--- src/arith_pkg.sv ---
package arith_pkg;
   localparam int DATA_W     = 16;
   localparam int ACC_W      = 32;
   localparam int ISH_CNT_W  = 5;
   localparam int ISH_MAX    = 16;
   localparam int OSH_SEL_W  = 2;
   localparam int HALF_LO    = 0;
   localparam int HALF_HI    = 16;

   localparam logic [ACC_W-1:0] ACC_RESET = 32'h0000_0000;
   localparam logic [ACC_W-1:0] SAT_POS   = 32'h7FFF_FFFF;
   localparam logic [ACC_W-1:0] SAT_NEG   = 32'h8000_0000;

   // output shift selects
   localparam logic [OSH_SEL_W-1:0] OSH_0 = 2'h0;
   localparam logic [OSH_SEL_W-1:0] OSH_1 = 2'h1;
   localparam logic [OSH_SEL_W-1:0] OSH_4 = 2'h2;

   typedef enum logic [3:0] {
      OP_NOP                   = 4'h0,
      OP_LOAD_SUM_REGISTER     = 4'h1,
      OP_ADD                   = 4'h2,
      OP_SUB                   = 4'h3,
      OP_ADD_UNSIGNED_LOW      = 4'h4,
      OP_SUBTRACT_UNSIGNED_LOW = 4'h5,
      OP_LOAD_PRODUCT          = 4'h6,
      OP_ADD_PRODUCT           = 4'h7,
      OP_SUB_PRODUCT           = 4'h8,
      OP_AND                   = 4'h9,
      OP_OR                    = 4'hA,
      OP_XOR                   = 4'hB,
      OP_MULTIPLY              = 4'hC,
      OP_LOAD_MULT_OPERAND     = 4'hD,
      OP_STORE_HIGH_WORD       = 4'hE,
      OP_STORE_LOW_WORD        = 4'hF
   } alu_op_t;
endpackage

--- src/central_arith_unit.sv ---
`timescale 1ns/1ps
// Notes on behaviour
// - load, add, subtract shift the data word left by zero through sixteen
// - input shift count comes from the instruction, not a register
// - input shifter takes 16-bit data and yields 32 bits to the ALU
// - input shift zero-fills low bits and sign-extends to 32 bits
// - unsigned add/subtract use the word zero-extended, no sign extension
// - ALU operand A is always the sum register; B is product, shifter or the zero-extended word
// - provides 32-bit ALU, 32-bit sum register, 16x16 multiplier
// - fetch, input shift, ALU into sum register, output shift, store halves
// - output shifter only on store high word; keeps upper 16 bits
// - output shift amounts are zero, one or four only
// - storing through the output shifter leaves the sum register unchanged
// - no right shift in either shifter
// - vacated low bits of stored high word come from the low word
module central_arith_unit #(
   parameter int DATA_W = arith_pkg::DATA_W,
   parameter int ACC_W  = arith_pkg::ACC_W
) (
   input  wire logic                            CORE_CLK_I,
   input  wire logic                            RST_I,
   input  wire logic                            OP_VALID_I,
   input  wire arith_pkg::alu_op_t              OP_I,
   input  wire logic [arith_pkg::ISH_CNT_W-1:0] IN_SHIFT_I,
   input  wire logic [arith_pkg::OSH_SEL_W-1:0] OUT_SHIFT_I,
   input  wire logic [DATA_W-1:0]               DATA_I,
   input  wire logic                            SAT_MODE_I,
   output logic      [ACC_W-1:0]                SUM_REGISTER_O,
   output logic      [ACC_W-1:0]                PRODUCT_O,
   output logic      [DATA_W-1:0]               STORE_DATA_O,
   output logic                                 STORE_VALID_O,
   output logic                                 OVERFLOW_O
);
   logic [ACC_W-1:0]  sum_register_q;
   logic [ACC_W-1:0]  sum_register_d;
   logic [ACC_W-1:0]  product_q;
   logic [DATA_W-1:0] mult_operand_q;
   logic [DATA_W-1:0] store_data_q;
   logic              store_valid_q;
   logic              overflow_q;

   logic [arith_pkg::ISH_CNT_W-1:0] shift_cnt;
   logic [ACC_W-1:0]  ext_word;
   logic [ACC_W-1:0]  shifted_word;
   logic [ACC_W-1:0]  unsigned_word;
   logic [ACC_W-1:0]  operand_b;
   logic [ACC_W-1:0]  logic_word;
   logic              use_product;
   logic              use_unsigned;
   logic              is_sub;
   logic              is_arith;
   logic              is_logic;
   logic [ACC_W-1:0]  add_res;
   logic [ACC_W-1:0]  logic_res;
   logic              arith_ovf;
   logic [ACC_W-1:0]  sat_res;
   logic [ACC_W-1:0]  product_d;
   logic [DATA_W-1:0] high_store_word;
   logic              is_store_high;
   logic              is_store_low;
   logic              writes_sum;

   initial
   begin
      if (ACC_W != 2 * DATA_W)
      begin
         $error("central_arith_unit: accumulator must be twice the data width");
      end
      if (DATA_W != arith_pkg::HALF_HI)
      begin
         $error("central_arith_unit: shift range is fixed to a 16-bit data word");
      end
   end

   // counts above sixteen clamp to sixteen; count comes with the op
   assign shift_cnt = (IN_SHIFT_I > arith_pkg::ISH_CNT_W'(arith_pkg::ISH_MAX)) ?
                      arith_pkg::ISH_CNT_W'(arith_pkg::ISH_MAX) : IN_SHIFT_I;

   // 16-bit in, 32-bit out, arithmetic extension then left shift only
   assign ext_word     = {{(ACC_W-DATA_W){DATA_I[DATA_W-1]}}, DATA_I};
   assign shifted_word = ext_word << shift_cnt;

   // unsigned variants: upper bits zero
   assign unsigned_word = {{(ACC_W-DATA_W){1'b0}}, DATA_I};
   assign logic_word    = {{(ACC_W-DATA_W){1'b0}}, DATA_I};

   assign use_product  = (OP_I == arith_pkg::OP_LOAD_PRODUCT) ||
                         (OP_I == arith_pkg::OP_ADD_PRODUCT) ||
                         (OP_I == arith_pkg::OP_SUB_PRODUCT);
   assign use_unsigned = (OP_I == arith_pkg::OP_ADD_UNSIGNED_LOW) ||
                         (OP_I == arith_pkg::OP_SUBTRACT_UNSIGNED_LOW);
   assign is_sub       = (OP_I == arith_pkg::OP_SUB) ||
                         (OP_I == arith_pkg::OP_SUBTRACT_UNSIGNED_LOW) ||
                         (OP_I == arith_pkg::OP_SUB_PRODUCT);
   assign is_arith     = (OP_I == arith_pkg::OP_ADD) || (OP_I == arith_pkg::OP_SUB) ||
                         use_unsigned ||
                         (OP_I == arith_pkg::OP_ADD_PRODUCT) ||
                         (OP_I == arith_pkg::OP_SUB_PRODUCT);
   assign is_logic     = (OP_I == arith_pkg::OP_AND) || (OP_I == arith_pkg::OP_OR) ||
                         (OP_I == arith_pkg::OP_XOR);

   // second operand: product register, zero-extended unsigned word or input shifter
   assign operand_b = use_product  ? product_q :
                      use_unsigned ? unsigned_word : shifted_word;

   // first operand always the sum register
   assign add_res = is_sub ? (sum_register_q - operand_b) :
                             (sum_register_q + operand_b);

   assign arith_ovf = is_sub ?
      ((sum_register_q[ACC_W-1] != operand_b[ACC_W-1]) &&
       (add_res[ACC_W-1] != sum_register_q[ACC_W-1])) :
      ((sum_register_q[ACC_W-1] == operand_b[ACC_W-1]) &&
       (add_res[ACC_W-1] != sum_register_q[ACC_W-1]));

   // saturation picks the limit from the first operand's sign
   assign sat_res = (arith_ovf && SAT_MODE_I) ?
                    (sum_register_q[ACC_W-1] ? arith_pkg::SAT_NEG : arith_pkg::SAT_POS) :
                    add_res;

   // logical ops: zero against the upper half
   assign logic_res = (OP_I == arith_pkg::OP_AND) ? (sum_register_q & logic_word) :
                      (OP_I == arith_pkg::OP_OR)  ? (sum_register_q | logic_word) :
                                                    (sum_register_q ^ logic_word);

   // 16x16 signed product
   assign product_d = ACC_W'($signed(mult_operand_q) * $signed(DATA_I));

   assign is_store_high = (OP_I == arith_pkg::OP_STORE_HIGH_WORD);
   assign is_store_low  = (OP_I == arith_pkg::OP_STORE_LOW_WORD);
   assign writes_sum    = OP_VALID_I && (is_arith || is_logic ||
                          (OP_I == arith_pkg::OP_LOAD_SUM_REGISTER) ||
                          (OP_I == arith_pkg::OP_LOAD_PRODUCT));

   assign sum_register_d =
      (OP_I == arith_pkg::OP_LOAD_SUM_REGISTER) ? shifted_word :
      (OP_I == arith_pkg::OP_LOAD_PRODUCT)      ? product_q :
      is_logic                                  ? logic_res : sat_res;

   store_shifter #(
      .ACC_W  (ACC_W),
      .DATA_W (DATA_W)
   ) i_store_shifter (
      .acc_i  (sum_register_q),
      .sel_i  (OUT_SHIFT_I),
      .word_o (high_store_word)
   );

   // stores never write the sum register
   always_ff @(posedge CORE_CLK_I)
   begin
      if (RST_I)
      begin
         sum_register_q <= arith_pkg::ACC_RESET;
      end
      else if (writes_sum)
      begin
         sum_register_q <= sum_register_d;
      end
   end

   always_ff @(posedge CORE_CLK_I)
   begin
      if (RST_I)
      begin
         product_q      <= arith_pkg::ACC_RESET;
         mult_operand_q <= '0;
      end
      else if (OP_VALID_I && OP_I == arith_pkg::OP_LOAD_MULT_OPERAND)
      begin
         mult_operand_q <= DATA_I;
      end
      else if (OP_VALID_I && OP_I == arith_pkg::OP_MULTIPLY)
      begin
         product_q <= product_d;
      end
   end

   // each half leaves as its own store
   always_ff @(posedge CORE_CLK_I)
   begin
      if (RST_I)
      begin
         store_data_q  <= '0;
         store_valid_q <= 1'b0;
      end
      else
      begin
         store_valid_q <= OP_VALID_I && (is_store_high || is_store_low);
         if (OP_VALID_I && is_store_high)
         begin
            store_data_q <= high_store_word;
         end
         else if (OP_VALID_I && is_store_low)
         begin
            store_data_q <= sum_register_q[arith_pkg::HALF_LO +: DATA_W];
         end
      end
   end

   // overflow is sticky until reset
   always_ff @(posedge CORE_CLK_I)
   begin
      if (RST_I)
      begin
         overflow_q <= 1'b0;
      end
      else if (OP_VALID_I && is_arith && arith_ovf)
      begin
         overflow_q <= 1'b1;
      end
   end

   assign SUM_REGISTER_O = sum_register_q;
   assign PRODUCT_O      = product_q;
   assign STORE_DATA_O   = store_data_q;
   assign STORE_VALID_O  = store_valid_q;
   assign OVERFLOW_O     = overflow_q;
endmodule

--- src/store_shifter.sv ---
`timescale 1ns/1ps
module store_shifter #(
   parameter int ACC_W  = arith_pkg::ACC_W,
   parameter int DATA_W = arith_pkg::DATA_W
) (
   input  wire logic [ACC_W-1:0]               acc_i,
   input  wire logic [arith_pkg::OSH_SEL_W-1:0] sel_i,
   output logic      [DATA_W-1:0]              word_o
);
   logic [ACC_W-1:0] shifted;

   initial
   begin
      if (ACC_W != 2 * DATA_W)
      begin
         $error("store_shifter: accumulator must be twice the data width");
      end
   end

   // unsupported codes fall back to no shift
   assign shifted = (sel_i == arith_pkg::OSH_1) ? (acc_i << 1) :
                    (sel_i == arith_pkg::OSH_4) ? (acc_i << 4) :
                    acc_i;

   // top word kept; low-word bits move up into the vacated positions
   assign word_o = shifted[ACC_W-1 -: DATA_W];
endmodule

--- config.mk ---
export PLATFORM = sky130hd
export DESIGN_NAME = central_arith_unit
export DESIGN_NICKNAME = d
export VERILOG_FILES = /design/src/arith_pkg.sv /design/src/central_arith_unit.sv /design/src/store_shifter.sv
export SDC_FILE = /design/constraint.sdc
export NUM_CORES = 1
export LEC_CHECK = 0
export ABC_AREA = 1
export BUFFER_PORTS_ARGS = -buffer_cell sky130_fd_sc_hd__buf_2
export CAP_MARGIN = 25
export CORE_AREA = 2 2 290 177
export DETAILED_ROUTE_END_ITERATION = 12
export DIE_AREA = 0 0 292 179
export GPL_TIMING_DRIVEN = 0
export PLACE_DENSITY = 0.54
export SYNTH_ARGS = -nofsm -noshare
export SYNTH_HDL_FRONTEND = slang
export SYNTH_SLANG_ARGS = --single-unit
--- constraint.sdc ---
create_clock -name CORE_CLK_I -period 7.7 [get_ports CORE_CLK_I]
set_clock_uncertainty 0.2 [all_clocks]
set_input_delay 0 -clock CORE_CLK_I [delete_from_list [all_inputs] [get_ports CORE_CLK_I]]
set_output_delay 0 -clock CORE_CLK_I [all_outputs]
set_load 0.01 [all_outputs]
==> metrics <==
1st-pass router iterations 6; Yosys reg bits between 90 and 100; Bufs on Longest Clock Path 2; clock sink count between 90 and 100; CP max stage delay 0.71 ns; Worst path slowest cell dfxtp_1; Iter 0 DRT Violations approximately 2400; Worst Path Arrival roughly 7.5 ns; Synth area leader fa_1; post-synth net total about 3300; Slew Viols, Final 0; Cell Area, Placed about 21000 um2; top-area cell type share of the netlist area 0.268; Max H-tree Level 3; # IOs approximately 110; DRC Markers 0; clk root buf clkbuf_16; final instance area 21500 um2; final worst-path cycle share 0.961; die height between 150 and 200 um; WL met3 just under 10000 um; Die X about 300 um; Crit. End Element flop; Post-Syn Instances around 2800; Post-synth ARST share 0; Final #Nets 3372; Worst Max-Slew Pin Slew between 1 and 1.5 ns; final hold violation count 0; worst hold start OP_I[2]; unrepaired setup endpoints after global routing yes; Fillers 5304; routed wire length ~80000 um; post-layout util 0.429; Vias slightly below 20000; Hold Slack 0.0538 ns; total gr overflow 0; Worst-path clk slew about 0.08 ns; CTS tree done; leak pwr 11.1 nW; Mapped Area approximately 20000 um2; Hold Crit Class in2reg; initial core utilization 0.393; most used cell, CP fa_1; insertion delay to the later sink of the worst-skew pair roughly 0.4 ns; wl on met1 between 40000 and 50000 um; r2r startpoint mult_operand_q[14]; Post-synth EDFFs 0; WP buf/inv 6; Placer Congestion 0.995; Final setup viols 0; WP data required ~8 ns; Post-Place Worst Slack -0.734 ns; # rows 64; layout cells sized above 1 0.0919; initial antenna violation count 0; share of the yosys chip area belonging to registers 0.0997; largest net degree at the start of global routing 20; Final min period roughly 7.4 ns; MaxCap Viol Count 0; placed cells 3589; Main synth FF type dfxtp_1; Core Area between 50000 and 60000 um2; setup slack after layout ~0.3 ns; cells taking the most area after synthesis fa_1 27%, nand2_1 11%, inv_1 11%; P&R area growth vs syn 9.19%; Port Buffer Count about 110; critical-path cell list clkbuf_2, nand2_1, fa_1, inv_1, fa_1, inv_1, fa_1, fa_1, fa_1, inv_1, fa_1, ha_1, nand2_1, o21ai_0, o21bai_1, inv_1, o21ai_1, a21oi_2, o21ai_0, a21oi_1, o21ai_0, xor2_1, o21ai_0, inv_1; highest routed metal layer met5; Mean Syn Cell Area 6.98 um2; non-filler cells, final about 3600; met2 WL post-DR 29700 um; fmax 135 MHz; Cell Pwr Density approximately 120 nW/um2; status completed; die footprint ~52000 um2; Crit. Startpoint mult_operand_q[14]; Cell variety after synth 52; most common cell after layout, fill and taps aside nand2_1; vias in the first global route between 15000 and 20000; gr usage total 0.316; worst rel slew slack 0.273; Max FO, Critical Path 10; CP top delay family adder cells; antenna-violating nets left 0; Antenna Cells 0; IR drop worst, VDD about 120 uV; CTS buffer count 9; commonest non-fill, non-tap cells in the layout 600 x nand2_1, 555 x inv_1, 263 x fa_1; CP startpoint kind flop; yosys warns 0; Via density about 5.5; first-pass GRT wire length between 100000 and 150000 um; HPWL after DPL 69500 um; Worst Path Class, Setup reg2reg; WL/cell between 20 and 25 um
what timing repair did:
item | in CTS | in global routing
resized for setup | 15 | 23
hold buffers | 6 | 1
setup buffers | 0 | 0
endpoints found under the hold margin | 10 | 1
endpoints found under the setup margin | 8 | 30
state kept, by name, indices dropped and copies added, names as in the netlist:
register	cells
SUM_REGISTER_O	32
STORE_VALID_O	1
OVERFLOW_O	1
STORE_DATA_O	16
PRODUCT_O	32
mult_operand_q	16
path summary, 6_finish.rpt:
check,to,slack [ns],cells past startpoint
worst max-delay path,PRODUCT_O[28],0.30,24
worst min-delay path,OVERFLOW_O,0.05,6
worst max register to register,PRODUCT_O[28],0.30,24
worst min register to register,OVERFLOW_O,0.26,2
kinds of logic after synthesis:
logic type | synth area share
compound gates | 0.136
xor+xnor | 0.0414
fa+ha+maj | 0.360
buf+inv | 0.142
flops | 0.0997
simple gates | 0.221
final cells by class:
type                    instances  area, um2  area share
well taps                     660        826      0.0384
flip-flops and latches         98       1970      0.0918
clock buffers                   9        225      0.0105
multi-input cells            2001      15000       0.696
plain buffers                 134        614      0.0286
repair buffers                119        667      0.0310
inverters                     569       2140      0.0995
clock inverters                 7       92.6     0.00431
Yosys cell counts, drive strengths merged (2+ instances only):
cell type and number:
a211oi 4, a21boi 2, a21o 3, a21oi 253, a221oi 2, a31oi 6
buf 45, clkbuf 105, clkinv 5, dfxtp 98, fa 263, ha 146
inv 564, nand2 626, nand3 198, nand3b 2, nand4 18, nor2 134
nor3 10, o211ai 23, o21ai 169, o21bai 16, o221ai 5, o31ai 4
or2 16, xnor2 34, xor2 59
worst register-to-register path: cells and delay by family (launching register included):
family,cells,cell delay (ns)
fa+ha+maj,7,3.44
flops,1,0.71
xor+xnor,1,0.10
compound gates,8,1.81
buf+inv,6,0.73
simple gates,2,0.31
metrics by stage:
stage          total power, W  setup TNS [ns]
2_1_floorplan         0.00164               0
3_3_place_gp          0.00211           -1.87
3_5_place_dp          0.00212           -2.53
4_1_cts               0.00265               0
5_1_grt               0.00287         -0.0435
6_report              0.00268               0
where the power goes:
| group | internal [W] | leakage, nW | switching (W) | total (W) |
|---|---|---|---|---|
| Sequential | 0.000539 | 0.800 | 0.0000671 | 0.000606 |
| Clock | 0.000261 | 0.156 | 0.000252 | 0.000514 |
| Combinational | 0.000547 | 10.1 | 0.00102 | 0.00156 |
layer usage:
layer | up-vias | GRT usage
met5 | - | 0.0216
met4 | 2 | 0.0361
met3 | 60 | 0.0902
met2 | 1004 | 0.403
met1 | 9664 | 0.517
li1 | 8960 | -
Power figures use the tool's default switching activity.
